==> src/include/scr_pkg.sv <==
// constants for the switch global control register block
//
// Overview of operation
// - bit 7 low: 32 streams, per-stream rates
// - bit 7 high: streams 0-15 at 32 Mb/s
// - bit 5 inverts both output clocks
// - bit 4 arms connection memory block programming
// - outputs enabled only if pin and bit 3 high
// - standby: data idle per strap, driver controls low
// - bits 2-0 route host memory accesses
// - data memories read-only, connection memories read-write
// - clearing arm bit aborts running block programming
package scr_pkg;

  // ----------------------------------------------------------------
  // register map
  // ----------------------------------------------------------------
  localparam int          ADDR_W            = 15;      // host address width
  localparam int          DATA_W            = 16;      // host data width
  localparam logic [14:0] GLOBAL_CONTROL_OFS = 15'h0000; // control register
  localparam logic [15:0] GLOBAL_CONTROL_RST = 16'h0000; // reset value
  localparam logic [15:0] GLOBAL_CONTROL_MSK = 16'h01ff; // bits 15-9 reserved

  // ----------------------------------------------------------------
  // field positions
  // ----------------------------------------------------------------
  localparam int FPW_BIT     = 8; // frame pulse width select
  localparam int HRATE_BIT   = 7; // backplane high rate mode
  localparam int ALIGN_BIT   = 6; // input clock align polarity
  localparam int CKINV_BIT   = 5; // output clock invert
  localparam int ARM_BIT     = 4; // block program arm
  localparam int STBY_BIT    = 3; // output standby
  localparam int MSEL_LSB    = 0; // memory select low bit
  localparam int MSEL_W      = 3; // memory select width

  // ----------------------------------------------------------------
  // memory select codes
  // ----------------------------------------------------------------
  localparam logic [2:0] MSEL_LCM = 3'h0; // local connection memory
  localparam logic [2:0] MSEL_BCM = 3'h1; // backplane connection memory
  localparam logic [2:0] MSEL_LDM = 3'h2; // local data memory
  localparam logic [2:0] MSEL_BDM = 3'h3; // backplane data memory

  // ----------------------------------------------------------------
  // stream counts
  // ----------------------------------------------------------------
  localparam int BP_STREAMS     = 32; // backplane streams, normal mode
  localparam int BP_STREAMS_HI  = 16; // backplane streams at 32 Mb/s
  localparam int LOC_STREAMS    = 16; // local streams
  localparam int BP_DRV_CTRL    = 4;  // backplane driver controls
  localparam int LOC_DRV_CTRL   = 2;  // local driver controls

endpackage : scr_pkg

==> src/rtl/scr_mem_router.sv <==
// routes host memory accesses by the memory select field
`timescale 1ns/100ps
module scr_mem_router #(
  parameter int MEM_AW = 13, // memory word address width
  parameter int MEM_DW = 16  // memory word width
) (
  input  wire logic [2:0]        memory_select,
  input  wire logic              mem_wr,
  input  wire logic              mem_rd,
  input  wire logic [MEM_AW-1:0] mem_addr,
  input  wire logic [MEM_DW-1:0] mem_wdata,
  output logic      [MEM_DW-1:0] mem_rdata,
  output logic                   lcm_wr,
  output logic                   lcm_rd,
  output logic                   bcm_wr,
  output logic                   bcm_rd,
  output logic                   ldm_rd,
  output logic                   bdm_rd,
  output logic      [MEM_AW-1:0] sel_addr,
  output logic      [MEM_DW-1:0] sel_wdata,
  input  wire logic [MEM_DW-1:0] lcm_rdata,
  input  wire logic [MEM_DW-1:0] bcm_rdata,
  input  wire logic [MEM_DW-1:0] ldm_rdata,
  input  wire logic [MEM_DW-1:0] bdm_rdata,
  input  wire logic              ref_clk,
  input  wire logic              rstn
);

  initial begin
    if (MEM_AW < 1 || MEM_DW < 1) $error("scr_mem_router: bad widths");
  end

  logic [2:0] rd_sel; // select held for the read answer cycle

  // ----------------------------------------------------------------
  // strobe steering
  // ----------------------------------------------------------------
  // connection memories take reads and writes
  assign lcm_wr    = mem_wr && (memory_select == scr_pkg::MSEL_LCM);
  assign bcm_wr    = mem_wr && (memory_select == scr_pkg::MSEL_BCM);
  assign lcm_rd    = mem_rd && (memory_select == scr_pkg::MSEL_LCM);
  assign bcm_rd    = mem_rd && (memory_select == scr_pkg::MSEL_BCM);
  // data memories get no write strobe at all, so they stay read-only
  assign ldm_rd    = mem_rd && (memory_select == scr_pkg::MSEL_LDM);
  assign bdm_rd    = mem_rd && (memory_select == scr_pkg::MSEL_BDM);
  assign sel_addr  = mem_addr;
  assign sel_wdata = mem_wdata;

  // remember which memory answers next cycle
  always_ff @(posedge ref_clk or negedge rstn) begin
    if (!rstn) begin
      rd_sel <= 3'h7;
    end else if (mem_rd) begin
      rd_sel <= memory_select;
    end
  end

  // read mux; undefined codes answer zero
  always_comb begin
    unique case (rd_sel)
      scr_pkg::MSEL_LCM: mem_rdata = lcm_rdata;
      scr_pkg::MSEL_BCM: mem_rdata = bcm_rdata;
      scr_pkg::MSEL_LDM: mem_rdata = ldm_rdata;
      scr_pkg::MSEL_BDM: mem_rdata = bdm_rdata;
      default:           mem_rdata = '0;
    endcase
  end

endmodule : scr_mem_router

==> src/rtl/scr_global_control.sv <==
// global control register of the time-slot switch and its effects
`timescale 1ns/100ps
module scr_global_control #(
  parameter int MEM_AW = 13, // memory word address width
  parameter int MEM_DW = 16  // memory word width
) (
  input  wire logic                  ref_clk,
  input  wire logic                  rstn,
  // register port
  input  wire logic [14:0]           reg_addr,
  input  wire logic [15:0]           reg_wdata,
  input  wire logic                  reg_wr,
  input  wire logic                  reg_rd,
  output logic      [15:0]           reg_rdata,
  // host memory port
  input  wire logic                  mem_wr,
  input  wire logic                  mem_rd,
  input  wire logic [MEM_AW-1:0]     mem_addr,
  input  wire logic [MEM_DW-1:0]     mem_wdata,
  output logic      [MEM_DW-1:0]     mem_rdata,
  output logic                       lcm_wr,
  output logic                       lcm_rd,
  output logic                       bcm_wr,
  output logic                       bcm_rd,
  output logic                       ldm_rd,
  output logic                       bdm_rd,
  output logic      [MEM_AW-1:0]     sel_addr,
  output logic      [MEM_DW-1:0]     sel_wdata,
  input  wire logic [MEM_DW-1:0]     lcm_rdata,
  input  wire logic [MEM_DW-1:0]     bcm_rdata,
  input  wire logic [MEM_DW-1:0]     ldm_rdata,
  input  wire logic [MEM_DW-1:0]     bdm_rdata,
  // block programming handshake
  input  wire logic                  block_program_go,
  output logic                       block_program_abort,
  output logic                       block_program_enable,
  // clock and pin controls
  input  wire logic                  clock_in_8m,
  output logic                       clock_out_8m,
  input  wire logic                  clock_in_16m,
  output logic                       clock_out_16m,
  output logic                       frame_pulse_width_sel,
  output logic                       input_clock_align_polarity,
  output logic                       backplane_high_rate_mode,
  output logic [31:0]                backplane_stream_active,
  output logic                       per_stream_rate_enable,
  input  wire logic                  output_disable_pin,
  input  wire logic                  backplane_idle_state_pin,
  input  wire logic                  local_idle_state_pin,
  // serial data from the switching core
  input  wire logic [31:0]           backplane_core_out,
  input  wire logic [15:0]           local_core_out,
  input  wire logic [3:0]            backplane_core_ctrl,
  input  wire logic [1:0]            local_core_ctrl,
  // serial outputs, each as value plus enable; driver controls as value only
  output logic [31:0]                backplane_serial_out,
  output logic [31:0]                backplane_serial_out_oe,
  output logic [15:0]                local_serial_out,
  output logic [15:0]                local_serial_out_oe,
  output logic [3:0]                 backplane_driver_ctrl_out,
  output logic [1:0]                 local_driver_ctrl_out
);

  initial begin
    if (MEM_AW < 1 || MEM_DW < 1) $error("scr_global_control: bad widths");
  end

  // ----------------------------------------------------------------
  // register storage
  // ----------------------------------------------------------------
  logic [15:0] global_control; // live control word
  logic        arm_q;          // arm bit one cycle ago
  logic        outputs_on;     // combined output enable
  logic        ctl_hit;        // address decodes to the control register

  assign ctl_hit = (reg_addr == scr_pkg::GLOBAL_CONTROL_OFS);

  // software write; reserved bits are never stored
  always_ff @(posedge ref_clk or negedge rstn) begin
    if (!rstn) begin
      global_control <= scr_pkg::GLOBAL_CONTROL_RST;
    end else if (reg_wr && ctl_hit) begin
      global_control <= reg_wdata & scr_pkg::GLOBAL_CONTROL_MSK;
    end
  end

  // read answer one cycle after the strobe; unmapped reads give zero
  always_ff @(posedge ref_clk or negedge rstn) begin
    if (!rstn) begin
      reg_rdata <= 16'h0000;
    end else if (reg_rd && ctl_hit) begin
      reg_rdata <= global_control;
    end else begin
      reg_rdata <= 16'h0000;
    end
  end

  // ----------------------------------------------------------------
  // field decode
  // ----------------------------------------------------------------
  // width is only advertised; the frame source must match it
  assign frame_pulse_width_sel      = global_control[scr_pkg::FPW_BIT];
  // alignment needs host to set this high; hardware only passes it on
  assign input_clock_align_polarity = global_control[scr_pkg::ALIGN_BIT];
  assign backplane_high_rate_mode   = global_control[scr_pkg::HRATE_BIT];
  // per-stream rate programming only when not in high rate mode
  assign per_stream_rate_enable     = ~backplane_high_rate_mode;

  // which backplane streams run: all 32, or 0-15 at 32 Mb/s
  always_comb begin
    for (int i = 0; i < scr_pkg::BP_STREAMS; i++) begin
      backplane_stream_active[i] = per_stream_rate_enable ||
                                   (i < scr_pkg::BP_STREAMS_HI);
    end
  end

  // output clocks follow the input or are inverted together
  assign clock_out_8m  = clock_in_8m  ^ global_control[scr_pkg::CKINV_BIT];
  assign clock_out_16m = clock_in_16m ^ global_control[scr_pkg::CKINV_BIT];

  // ----------------------------------------------------------------
  // block programming arm and abort
  // ----------------------------------------------------------------
  always_ff @(posedge ref_clk or negedge rstn) begin
    if (!rstn) begin
      arm_q <= 1'b0;
    end else begin
      arm_q <= global_control[scr_pkg::ARM_BIT];
    end
  end

  // the engine may only run while armed
  assign block_program_enable = global_control[scr_pkg::ARM_BIT] & block_program_go;
  // falling arm bit during a run is a one-cycle abort pulse
  assign block_program_abort  = arm_q & ~global_control[scr_pkg::ARM_BIT]
                                & block_program_go;

  // ----------------------------------------------------------------
  // output enable and standby
  // ----------------------------------------------------------------
  // pin low wins over the bit
  assign outputs_on = output_disable_pin & global_control[scr_pkg::STBY_BIT];

  // standby drives idle high when strapped, else floats; the
  // driver controls go low so external buffers stay off
  always_comb begin
    for (int i = 0; i < scr_pkg::BP_STREAMS; i++) begin
      backplane_serial_out[i]    = outputs_on ? backplane_core_out[i] : 1'b1;
      backplane_serial_out_oe[i] = (outputs_on && backplane_stream_active[i]) ||
                                   (!outputs_on && backplane_idle_state_pin);
    end
    for (int j = 0; j < scr_pkg::LOC_STREAMS; j++) begin
      local_serial_out[j]    = outputs_on ? local_core_out[j] : 1'b1;
      local_serial_out_oe[j] = outputs_on || local_idle_state_pin;
    end
    backplane_driver_ctrl_out = outputs_on ? backplane_core_ctrl : 4'h0;
    local_driver_ctrl_out     = outputs_on ? local_core_ctrl : 2'h0;
  end

  // ----------------------------------------------------------------
  // host memory routing
  // ----------------------------------------------------------------
  scr_mem_router #(
    .MEM_AW (MEM_AW),
    .MEM_DW (MEM_DW)
  ) u_router (
    .memory_select (global_control[scr_pkg::MSEL_LSB +: scr_pkg::MSEL_W]),
    .mem_wr        (mem_wr),
    .mem_rd        (mem_rd),
    .mem_addr      (mem_addr),
    .mem_wdata     (mem_wdata),
    .mem_rdata     (mem_rdata),
    .lcm_wr        (lcm_wr),
    .lcm_rd        (lcm_rd),
    .bcm_wr        (bcm_wr),
    .bcm_rd        (bcm_rd),
    .ldm_rd        (ldm_rd),
    .bdm_rd        (bdm_rd),
    .sel_addr      (sel_addr),
    .sel_wdata     (sel_wdata),
    .lcm_rdata     (lcm_rdata),
    .bcm_rdata     (bcm_rdata),
    .ldm_rdata     (ldm_rdata),
    .bdm_rdata     (bdm_rdata),
    .ref_clk       (ref_clk),
    .rstn          (rstn)
  );

endmodule : scr_global_control

==> config.mk <==
export PLATFORM = sky130hd
export DESIGN_NAME = scr_global_control
export DESIGN_NICKNAME = d
export VERILOG_FILES = /design/src/include/scr_pkg.sv /design/src/rtl/scr_mem_router.sv /design/src/rtl/scr_global_control.sv
export SDC_FILE = /design/constraint.sdc
export NUM_CORES = 1
export LEC_CHECK = 0
export BUFFER_PORTS_ARGS = -buffer_cell sky130_fd_sc_hd__buf_2
export CORE_AREA = 2 2 155 157
export CTS_CLUSTER_DIAMETER = 60
export DETAILED_ROUTE_END_ITERATION = 12
export DIE_AREA = 0 0 157 159
export MAX_ROUTING_LAYER = met4
export SYNTH_ARGS = -nofsm -noshare
export SYNTH_HDL_FRONTEND = slang
export SYNTH_SLANG_ARGS = --single-unit
export TNS_END_PERCENT = 5
==> constraint.sdc <==
create_clock -name ref_clk -period 2.45 [get_ports ref_clk]
set_clock_uncertainty 0.2 [all_clocks]
set_input_delay 0.245 -clock ref_clk [delete_from_list [all_inputs] [get_ports ref_clk]]
set_output_delay 0.245 -clock ref_clk [all_outputs]
set_load 0.01 [all_outputs]
# Yosys cells after proc, flatten, opt, wreduce, memory -nomap -nowiden
# Index checks and enable logic that the tools add are counted.
# classes
eq_ne,6
n_mux,52
n_bitwise,8
n_reduce_logical,17
# op_table
cell,n
16-bit case mux with 4 select lines,1
1-bit two-way mux,48
15-bit logical NOT,1
"3-bit by 2-bit equality test with 1-bit output, second input constant",4
1-bit logical AND,10
9-bit two-way mux,1
"3-bit by 1-bit equality test with 1-bit output, second input constant",2
3-bit logical NOT,2
1-bit AND,4
4-bit two-way mux,1
1-bit logical OR,3
2-bit two-way mux,1
1-bit inverter,2
1-bit bitwise XOR,2
1-bit logical NOT,1
# word_totals
ff_bits,22
in_bits,190

# Logic depth before layout (Yosys ltp)
# Gate-level depths: netlist of run 1.
# depth
ltp_word,4
ltp_mapped,5

# Modules after synthesis
# Synthesis of run 1 repeated with hierarchy kept, for this count alone.
# unflattened
hier_cells,307
area_unflattened_um2,2707.6
# modules_own_cells
mod,n_inst,cells_each,area_each_um2,seq_area_each_um2
scr_global_control,1,205,1816.7,475.5
scr_mem_router,1,102,890.9,78.8

# Worst setup path after synthesis of run 1
# No wires, ideal clock.
# synth_timing
path_type,register -> output
start,reg global_control[3]
end,out backplane_serial_out_oe[17]
arrival_ps,1650
t_required_ps,2005
path_slack_ps,355
stages_incl_launch_ff,5
path_buffers,2
cell_sequence,dfrtp_1 > nand2_1 > clkbuf_1 > o21ai_1 > buf_4
# synth_between
elab_chain_len,4
# synth_lines
item,line,rtl
from (decl),scr_global_control.sv:71,logic [15:0] global_control;
from (signal assigned),scr_global_control.sv:81,global_control <= scr_pkg::GLOBAL_CONTROL_RST;
from (signal assigned),scr_global_control.sv:83,global_control <= reg_wdata & scr_pkg::GLOBAL_CONTROL_MSK;
1-bit AND (*),scr_global_control.sv:142,assign outputs_on = output_disable_pin & global_control[scr_pkg::STBY_BIT];
1-bit logical NOT,--,
1-bit logical AND,--,
1-bit logical OR (*),--,
to (decl),scr_global_control.sv:57,"output logic [31:0] backplane_serial_out_oe,"
# Mark *: on every way between the ends. The rest lies on a longest branch, timed or not.

# Worst setup path in the final report of run 1
# layout_timing
start,reg u_router.rd_sel[0]
end,out mem_rdata[1]
# layout_between
elab_chain_len,2
# layout_lines
item,line,rtl
from (decl),scr_mem_router.sv:33,logic [2:0] rd_sel;
from (signal assigned),scr_mem_router.sv:54,rd_sel <= memory_select;
"3-bit by 2-bit equality test with 1-bit output, or another cell as far along",scr_mem_router.sv:60,unique case (rd_sel)
16-bit case mux with 4 select lines (*),scr_mem_router.sv:60,
to (decl),scr_global_control.sv:20,"output logic [MEM_DW-1:0] mem_rdata,"
# Marks and branches as above.

==> out/summary.txt, run 1 <==
Critical Path RT = 2.01 ns
final wirelength = 10600 µm
Total GRT Usage = 8.05%
area delta synth->final = 50.1%
die extent in x = 157 µm
Residual DRC = 0
CP endpoint kind = output port
final total power = 1.05 mW
WS Path Type = flop to output port
Final Wtd Congestion = 0.767
row count = 56
largest family of logic cells by synthesized area = buffers and inverters
Synth area leader = buf_4
initial antenna violation count = 1
unrepaired setup endpoints after global routing = yes
hold crit path type = primary input to flop
Initial Util = 11.5%
fmax = 418 MHz
pwr/cell area = 263 nW/µm²
Yosys cell types = 27
Final #Nets = 699
Setup Fix Bufs, Post-CTS = 0
first-pass GRT wire length = 15100 µm
Syn Area/Cell = 9.29 µm²
status = complete, no violations
Slew HR = 63.6%
CTS tree = built
via density per instance = 3.20
CP max FO = 12
Clock Latency Late Sink = 0.26 ns
CTS sink cnt = 22
yosys warns = 0
Clock Tree Root = clkbuf_16
WP buf/inv = 2
post-layout min period = 2.39 ns
H-tree depth = 1
Setup WS post-layout = 0.0574 ns
GRT busiest layer = met1
met2 GRT Util = 11.4%
Post-DRT Antenna Nets = 0
CP max-delay cell = dfstp_2
Synth area leaders = buf_4 32%, dfrtp_1 18%, mux4_2 14%, or2_1 11%, mux2_1 3.8%
synthesized area = 2670 µm²
Final Hold Vio Count = 0
Seq cells post-synth = 22
DP Worst Slack = 0.314 ns
vias in the first global route = 2364
Finished Layout Cells = 828
met1 Use GR = 12.2%
HPWL Detailed = 9250 µm
delay-heaviest family, CP = flip-flops
share of the yosys chip area belonging to registers = 20.8%
leakage power = 2.00 nW
layout cell share with drive strength beyond 1 = 67.9%
hold wc startpoint = reg_wdata[7]
Final Max Tran Viols = 0
Worst-path clk slew = 0.06 ns
input/output buffers = 310
final setup fails = 0
Placed Instances = 818
fin crit share = 97.7%
Util after Layout = 17.3%
largest net degree at the start of global routing = 23
routed length per instance = 12.8 µm
worst r2r src = u_router.rd_sel[2]$_DFFE_PN1P_
die area = 25000 µm²
CP peak stage delay = 0.66 ns
via count = 2651
max cap viols = 0
Post-Synth Adder-Cell Area = 0%
CP startpoint = u_router.rd_sel[0]$_DFFE_PN1P_
setup TNS = 0 ns
cell count after synthesis = 287
Synth Area in Compound Gates = 0.376%
Ports = 399
mux cell area share after synthesis = 18.2%
Clock Path Buffers = 2
Slew @ Worst Pin = 0.546 ns
Initial DRC Count = 166
VDD IR max = 0.194 mV
area of the core = 23200 µm²
crit path cell chain = buf_12 -> mux4_2 -> nor2b_4 -> buf_6
Chip Height = 159 µm
drt first pass iters = 4
met3 usage = 0.980%
share of the synthesized area in the top cell type = 32.1%
crit start category = flop
CP arrival = 1.95 ns
Post-Synth Simple-Gate Area = 24.8%
XOR/XNOR Fraction of Synth Area = 0.657%
Filler cells = 2608
Num CTS Buffers = 3
GR Overflow Total = 0
==> area by class of cell <==
| class | count | area (µm²) | share of cell area [%] |
|---|---|---|---|
| Timing Repair Buffer | 321 | 1670 | 41.8 |
| Antenna cell | 1 | 2.50 | 0.0625 |
| Clock buffer | 4 | 88.8 | 2.22 |
| Inverter | 2 | 7.51 | 0.188 |
| Multi-Input combinational cell | 159 | 1280 | 31.9 |
| Tap cell | 319 | 399 | 9.97 |
| Sequential cell | 22 | 554 | 13.9 |
==> state kept, by name (all words and copies together), names as in the netlist <==
name	count
global_control	9
arm_q	1
u_router.rd_sel	3
reg_rdata	9
==> final timing paths <==
kind	end	slack, ns	depth (start not counted)
min in group asynchronous	global_control[0]$_DFFE_PN0P_	0.32	2
worst min-delay path	global_control[7]$_DFFE_PN0P_	0.005	2
worst max-delay path	mem_rdata[1]	0.06	4
worst max register to register	u_router.rd_sel[2]$_DFFE_PN1P_	1.14	1
worst min register to register	arm_q$_DFF_PN0_	0.24	0
max in group asynchronous	u_router.rd_sel[1]$_DFFE_PN1P_	1.36	2
==> synthesized netlist by cell type, drive strengths merged <==
library cell,instances
buf,118
or2,48
dfrtp,19
mux4,16
nor2b,16
mux2,11
and2,10
clkbuf,7
and3,6
nor4,6
nand2,4
nand2b,4
dfstp,3
nor2,3
nor4b,3
and4,2
conb,2
inv,2
nor3,2
o21ai,2
xor2,2
nor4bb,1
==> through the flow <==
| stage | cell area (µm²) | hold WS (ns) |
|---|---|---|
| 2_1_floorplan | 2740 | -0.251 |
| 3_3_place_gp | 3830 | 0.0618 |
| 3_5_place_dp | 3830 | 0.0678 |
| 4_1_cts | 3970 | 0.00108 |
| 5_1_grt | 4000 | 0.00428 |
| 6_report | 4000 | 0.00514 |
==> logic make-up (layout without fill, tap and decap cells) <==
group | Yosys count | in the layout
simple gates | 105 | 105
mux | 27 | 27
other cells | 2 | 24
flops | 22 | 22
compound gates | 2 | 2
buf+inv | 127 | 327
xor+xnor | 2 | 2
==> repair_timing <==
action,CTS,global route
setup endpoints to repair,0,18
gates resized for setup,0,6
hold endpoints to repair,23,0
hold buffers,5,0
==> routing by layer <==
metal	vias up	part of all wire [%]
li1	1253	-
met1	1248	47
met2	144	45
met3	6	6.9
met4	0	0.66
met5	-	0
==> placed cells by master, fill, tap and decap left out, drive strengths merged <==
cell type    instances
and4                 2
o21ai                2
nand2b               4
mux4                16
diode                1
conb                23
nor3                 2
buf                316
clkbuf               4
nor4                 6
nor2                 3
mux2                11
nor4b                3
and3                 6
and2                10
nor2b               16
dfstp                3
inv                  2
xor2                 2
dlygate4sd3          5
nand2                4
dfrtp               19
nor4bb               1
or2                 48
==> where the power goes <==
group	total, mW	internal (mW)	switching [mW]
Sequential	0.364	0.364	0.000349
Clock	0.388	0.249	0.138
Combinational	0.300	0.161	0.139
Total	1.05	0.775	0.277
Note: power is estimated with default switching activity, not from simulation.
==> inputs of run 2 (changes only) <==
--- a/config.mk
+++ b/config.mk
@@ -6,10 +6,11 @@
 export NUM_CORES = 1
 export LEC_CHECK = 0
 export BUFFER_PORTS_ARGS = -buffer_cell sky130_fd_sc_hd__buf_2
-export CORE_AREA = 2 2 155 157
+export CORE_AREA = 2 2 157 159
+export CTS_BUF_LIST = sky130_fd_sc_hd__clkbuf_8
 export CTS_CLUSTER_DIAMETER = 60
 export DETAILED_ROUTE_END_ITERATION = 12
-export DIE_AREA = 0 0 157 159
+export DIE_AREA = 0 0 159 161
 export MAX_ROUTING_LAYER = met4
 export SYNTH_ARGS = -nofsm -noshare
 export SYNTH_HDL_FRONTEND = slang
==> out/summary.txt, run 2 (same netlist as run 1, synthesis figures left out) <==
largest net degree at the start of global routing = 28 (+22%)
leakage power = 1.99 nW (-0.45%)
Filler cells = 2723 (+4.4%)
Slew HR = 63.2% (-0.39 points)
Final Cell Area = 3990 µm² (-0.25%)
final hold slack = 0.00898 ns (+0.00384 ns)
Setup Fix Bufs, Post-CTS = 0 (unchanged)
die area = 25600 µm² (+2.5%)
Clock Tree Root = clkbuf_8
die extent in x = 159 µm (+1.3%)
crit path cell chain = buf_12 -> mux4_2 -> nor2b_1 -> buf_2
sw frac = 28.5% (+2.2 points)
Initial Util = 11.1% (-0.37 points)
final setup fails = 0 (unchanged)
Final Max Tran Viols = 0 (unchanged)
HPWL Detailed = 8700 µm (-5.9%)
Placed Area = 3840 µm² (+0.36%)
first-pass GRT wire length = 14400 µm (-4.4%)
fmax = 433 MHz (+3.6%)
Clock power frac = 29.1% (-7.7 points)
CTS tree = built
drt first pass iters = 4 (unchanged)
hold crit path type = primary input to flop
CP endpoint kind = output port
layout cell share with drive strength beyond 1 = 67.1% (-0.86 points)
unrepaired setup endpoints after global routing = no
DP Worst Slack = 0.377 ns (+0.0630 ns)
Total GRT Usage = 7.24% (-0.80 points)
post-layout min period = 2.31 ns (-0.0832 ns)
WS Path Type = flop to output port
Final Wtd Congestion = 0.741 (-3.4%)
Seq pwr share = 38.9% (+4.3 points)
commonest non-fill, non-tap cell in the layout = buf_2
Seq. cell area = 554 µm² (unchanged)
footprint of the multi-input gates = 1260 µm² (-1.2%)
via count = 2658 (+0.26%)
internal power = 669 µW (-14%)
Critical Path RT = 2.01 ns (about the same)
via density per instance = 3.18 (-0.81%)
most frequent cells in the layout = 310 x buf_2, 48 x or2_1, 23 x conb_1, 19 x dfrtp_1, 16 x mux4_2
H-tree depth = 1 (unchanged)
# diodes = 0 (-1)
CP max FO = 17 (+5)
CP arrival = 1.86 ns (-0.09 ns)
Post-DRT Antenna Nets = 0 (unchanged)
Chip Height = 161 µm (+1.3%)
Num CTS Buffers = 3 (unchanged)
final total power = 936 µW (-11%)
CTS sink cnt = 22 (unchanged)
area of the core = 24000 µm² (+3.3%)
crit start category = flop
Clock Path Buffers = 2 (unchanged)
final wirelength = 10200 µm (-3.5%)
Initial DRC Count = 149 (-10%)
CP peak stage delay = 0.56 ns (-0.10 ns)
Worst-path clk slew = 0.08 ns (+0.02 ns)
max cap viols = 0 (unchanged)
setup TNS = 0 ns (unchanged)
initial antenna violation count = 1 (unchanged)
GR Overflow Total = 0 (unchanged)
fin crit share = 94.3% (-3.4 points)
CP max-delay cell = mux4_2
VDD IR max = 0.155 mV (-20%)
area delta synth->final = 49.8%
Residual DRC = 0 (unchanged)
Final #Nets = 704 (+0.72%)
Clock Latency Late Sink = 0.27 ns (about the same)
pwr/cell area = 234 nW/µm² (-11%)
input/output buffers = 310 (unchanged)
biggest registers after layout = global_control: 9 flops, reg_rdata: 9 flops, u_router.rd_sel: 3 flops
status = complete, no violations
Ports = 399 (unchanged)
NetSw = 267 µW (-3.7%)
Comb pwr share = 32.1% (+3.5 points)
routed length per instance = 12.2 µm (-4.5%)
vias in the first global route = 2404 (+1.7%)
Setup WS post-layout = 0.141 ns (+0.0832 ns)
row count = 57 (+1.8%)
Slew @ Worst Pin = 0.552 ns (+0.00585 ns)
Final Hold Vio Count = 0 (unchanged)
==> run 2: cell count changes in the layout (fill, tap and decap cells not counted), moves of 2 or more <==
| cell | delta |
|---|---|
| clkbuf_16 | -3 |
| clkbuf_8 | +3 |
| buf_6 | -2 |
| dlygate4sd3_1 | +4 |
| buf_2 | +2 |
| nor2b_4 | -2 |
| nor2b_1 | +2 |
==> run 2: what timing repair did <==
item | 4_1_cts | 5_1_grt
gates resized for setup | 0 | 1
setup endpoints to repair | 0 | 16
hold endpoints to repair | 27 | 0
hold buffers | 9 | 0
==> run 2: metrics by stage <==
stage	std cells	utilization, %
after floorplan	308	-
after global placement	824	16.0
after detailed placement	824	16.0
after CTS	837	16.6
after global routing	837	16.7
final	837	16.7
==> run 2: worst max-delay path: cells and delay by family (launching register included) <==
| family | cells | cell delay [ns] |
|---|---|---|
| AND/OR/NAND/NOR | 1 | 0.15 |
| multiplexers | 1 | 0.56 |
| buffers and inverters | 2 | 0.33 |
| flip-flops | 1 | 0.55 |
==> run 2: routing by layer <==
metal | track usage (%) | wire length (µm) | vias to the layer above
met5 | - | 0 | -
met4 | 0.579 | 29 | 0
met3 | 1.87 | 875 | 8
met2 | 10.4 | 4620 | 135
met1 | 10.6 | 4700 | 1259
li1 | - | - | 1256
==> run 2: path summary, 6_finish.rpt <==
kind                       slack (ns)                              to  cells past startpoint                      startpoint
max                              0.14                    mem_rdata[3]                      4  u_router.rd_sel[0]$_DFFE_PN1P_
min                             0.009   global_control[2]$_DFFE_PN0P_                      2                    reg_wdata[2]
max reg2reg                      1.14  u_router.rd_sel[1]$_DFFE_PN1P_                      1  u_router.rd_sel[1]$_DFFE_PN1P_
min reg2reg                      0.31                 arm_q$_DFF_PN0_                      0   global_control[4]$_DFFE_PN0P_
max in group asynchronous        1.36  u_router.rd_sel[2]$_DFFE_PN1P_                      2                            rstn
min in group asynchronous        0.32          reg_rdata[4]$_DFF_PN0_                      2                            rstn
==> run 2: layout make-up <==
class                   instances  area share (%)
clock buffers                   4            1.38
inverters                       2           0.188
multi-input cells             159            31.6
flip-flops and latches         22            13.9
well taps                     324            10.2
repair buffers                326            42.8
==> run 2: power by group through the flow <==
| stage | Combinational [mW] | Sequential, mW | Clock (mW) |
|---|---|---|---|
| 6_report | 0.300 | 0.364 | 0.272 |
| 5_1_grt | 0.326 | 0.364 | 0.295 |
| 4_1_cts | 0.300 | 0.364 | 0.292 |
| 3_5_place_dp | 0.288 | 0.371 | 0 |
| 3_3_place_gp | 0.283 | 0.371 | 0 |
| 2_1_floorplan | 0.224 | 0.370 | 0 |
==> inputs of run 3 (changes only) <==
--- a/config.mk
+++ b/config.mk
@@ -5,12 +5,13 @@
 export SDC_FILE = /design/constraint.sdc
 export NUM_CORES = 1
 export LEC_CHECK = 0
+export ABC_AREA = 1
 export BUFFER_PORTS_ARGS = -buffer_cell sky130_fd_sc_hd__buf_2
-export CORE_AREA = 2 2 157 159
+export CORE_AREA = 2 2 154 156
 export CTS_BUF_LIST = sky130_fd_sc_hd__clkbuf_8
 export CTS_CLUSTER_DIAMETER = 60
 export DETAILED_ROUTE_END_ITERATION = 12
-export DIE_AREA = 0 0 159 161
+export DIE_AREA = 0 0 156 158
 export MAX_ROUTING_LAYER = met4
 export SYNTH_ARGS = -nofsm -noshare
 export SYNTH_HDL_FRONTEND = slang
==> out/summary.txt, run 3 <==
Slew @ Worst Pin = 0.547 ns (-0.00510 ns)
Post-Synth Simple-Gate Area = 32.7% (+7.9 points)
unrepaired setup endpoints after global routing = no
Final Wtd Congestion = 0.829 (+12%)
CP max FO = 18 (+1)
largest family of logic cells by synthesized area = buffers and inverters
max cap viols = 0 (unchanged)
vias in the first global route = 2565 (+6.7%)
input/output buffers = 310 (unchanged)
Ports = 399 (unchanged)
Synth area leaders = buf_4 31%, dfrtp_1 17%, or2_2 9.3%, nand3_1 6.0%, nand4_1 5.5%
share of the synthesized area in the top cell type = 30.8% (-1.3 points)
XOR/XNOR Fraction of Synth Area = 0.620% (-0.037 points)
setup TNS = 0 ns (unchanged)
Placed Instances = 882 (+7.0%)
CTS tree = built
pwr/cell area = 238 nW/µm² (+1.4%)
crit start category = flop
share of the yosys chip area belonging to registers = 19.6% (-1.2 points)
via density per instance = 3.49 (+9.8%)
VDD IR max = 0.150 mV (-3.1%)
first-pass GRT wire length = 14000 µm (-3.2%)
status = complete, no violations
cell count after synthesis = 390 (+36%)
Critical Path RT = 2.01 ns (about the same)
hold crit path type = primary input to flop
Worst-path clk slew = 0.09 ns (about the same)
largest net degree at the start of global routing = 56 (+100%)
Final Hold Vio Count = 0 (unchanged)
synth cell count leaders = 116 x buf_4, 42 x or2_2, 36 x inv_1
drt first pass iters = 4 (unchanged)
CP arrival = 1.71 ns (-0.15 ns)
CTS sink cnt = 22 (unchanged)
Hold Path Sink = global_control[1]$_DFFE_PN0P_
fmax = 464 MHz (+7.2%)
final setup fails = 0 (unchanged)
initial antenna violation count = 0 (-1)
Clock Path Buffers = 2 (unchanged)
post-layout min period = 2.15 ns (-0.155 ns)
final total power = 931 µW (-0.47%)
final wirelength = 10300 µm (+0.75%)
Final Max Tran Viols = 0 (unchanged)
row count = 56 (-1.8%)
yosys warns = 0 (unchanged)
fin crit share = 87.9% (-6.3 points)
via count = 3095 (+16%)
Worst Reg-to-Reg Cells = 2 (+1)
area delta synth->final = 38.6%
Post-synth EDFFs = 0 (unchanged)
HPWL Detailed = 8620 µm (-1.0%)
area of the core = 23100 µm² (-3.8%)
Seq cells post-synth = 22 (unchanged)
Setup Fix Bufs, Post-CTS = 0 (unchanged)
ys async rst share = 100% (unchanged)
Synth area leader = buf_4
routed length per instance = 11.6 µm (-5.0%)
GR Overflow Total = 0 (unchanged)
leakage power = 2.06 nW (+3.6%)
reg2reg end = u_router.rd_sel[1]$_DFFE_PN1P_
Yosys cell types = 24 (-11%)
Post-Synth Adder-Cell Area = 0% (unchanged)
hold wc startpoint = reg_wdata[1]
flop-to-flop setup slack = 1.08 ns (-0.06 ns)
layout cell share with drive strength beyond 1 = 62.4% (-4.7 points)
Post-DRT Antenna Nets = 0 (unchanged)
Slew HR = 63.5% (+0.34 points)
Residual DRC = 0 (unchanged)
Final #Nets = 789 (+12%)
synthesized area = 2830 µm² (+6.0%)
Synth Area in Compound Gates = 5.76% (+5.4 points)
H-tree depth = 1 (unchanged)
most frequent cells in the layout = 310 x buf_2, 42 x or2_2, 36 x inv_1, 34 x nand3_1, 28 x nand2_1
Syn Area/Cell = 7.24 µm² (-22%)
DP Worst Slack = 0.453 ns (+0.0762 ns)
commonest non-fill, non-tap cell in the layout = buf_2
biggest registers after layout = global_control: 9 flops, reg_rdata: 9 flops, u_router.rd_sel: 3 flops
die area = 24600 µm² (-3.7%)
Initial DRC Count = 109 (-27%)
Clock Latency Late Sink = 0.28 ns (about the same)
Setup WS post-layout = 0.295 ns (+0.155 ns)
CP endpoint kind = output port
die extent in x = 156 µm (-1.9%)
# diodes = 0 (unchanged)
Primary FF master, synth = dfrtp_1
Num CTS Buffers = 3 (unchanged)
most common cell in the netlist = buf_4
worst r2r src = u_router.rd_sel[1]$_DFFE_PN1P_
Finished Layout Cells = 888 (+6.1%)
Total GRT Usage = 7.48% (+0.24 points)
WS Path Type = flop to output port
mux cell area share after synthesis = 0% (-18 points)
Initial Util = 12.3% (+1.1 points)
Clock Tree Root = clkbuf_8
Chip Height = 158 µm (-1.9%)
hold path depth = 3 (+1)
[run 3: cell types whose count changed in the layout (fill, tap and decap cells not counted), moves of 24 or more]
cell     delta
nand2_1    +24
nand3_1    +34
inv_1      +34
nor2_1     +24
or2_2      +42
or2_1      -40
nand4_1    +25
[run 3: cell families after synthesis]
kind of cell    Yosys count
xor+xnor                  2
buf+inv                 172
other cells               2
compound gates           20
simple gates            172
flops                    22
[run 3: stage by stage]
step | hold slack [ns] | util (%) | area (µm²)
3_5_place_dp | 0.0813 | 16.7 | 3840
3_3_place_gp | 0.0933 | 16.7 | 3840
6_report | 0.0154 | 17.0 | 3920
2_1_floorplan | -0.251 | - | 2900
5_1_grt | 0.0162 | 17.0 | 3920
4_1_cts | 0.00388 | 17.0 | 3920
[run 3: worst max path at each step]
stage | startpoint | end | slack (ns) | depth (start not counted)
final | u_router.rd_sel[2]$_DFFE_PN1P_ | mem_rdata[4] | 0.30 | 4
after global routing | global_control[3]$_DFFE_PN0P_ | backplane_serial_out_oe[31] | 0.12 | 5
after CTS | global_control[3]$_DFFE_PN0P_ | backplane_serial_out_oe[17] | 0.13 | 5
after detailed placement | global_control[3]$_DFFE_PN0P_ | backplane_serial_out_oe[17] | 0.45 | 5
after global placement | global_control[3]$_DFFE_PN0P_ | backplane_serial_out_oe[30] | 0.53 | 4
after floorplan | global_control[7]$_DFFE_PN0P_ | backplane_serial_out_oe[17] | 0.55 | 3
[run 3: report_power, final]
group / internal, mW / switching (mW) / leakage, nW / total, mW
registers: 0.363 / 0.000196 / 0.297 / 0.363
logic: 0.142 / 0.141 / 1.73 / 0.283
clock network: 0.144 / 0.140 / 0.0288 / 0.285
total: 0.650 / 0.281 / 2.06 / 0.931
[run 3: repair_timing]
action,in CTS,in global routing
hold buffers,2,0
gates resized for setup,0,1
setup endpoints to repair,0,16
hold endpoints to repair,21,0
[run 3: final cells by class]
class	count	area (µm²)
Multi-Input combinational cell	217	1190
Sequential cell	22	554
Timing Repair Buffer	317	1610
Tap cell	290	363
Clock buffer	4	55.1
Fill cell	2655	19100
Inverter	38	143
[run 3: routing by layer]
layer	part of all wire (%)	global-route usage [%]
met1	44	9.93
met2	48	11.8
met3	6.4	1.20
met4	1.4	2.18
met5	0	-
[run 3: critical path: stages, from the launching register on]
cell	delay [ns]
dfstp_2	0.39
inv_2	0.27
nand3_4	0.28
o2111ai_1	0.30
buf_2	0.18
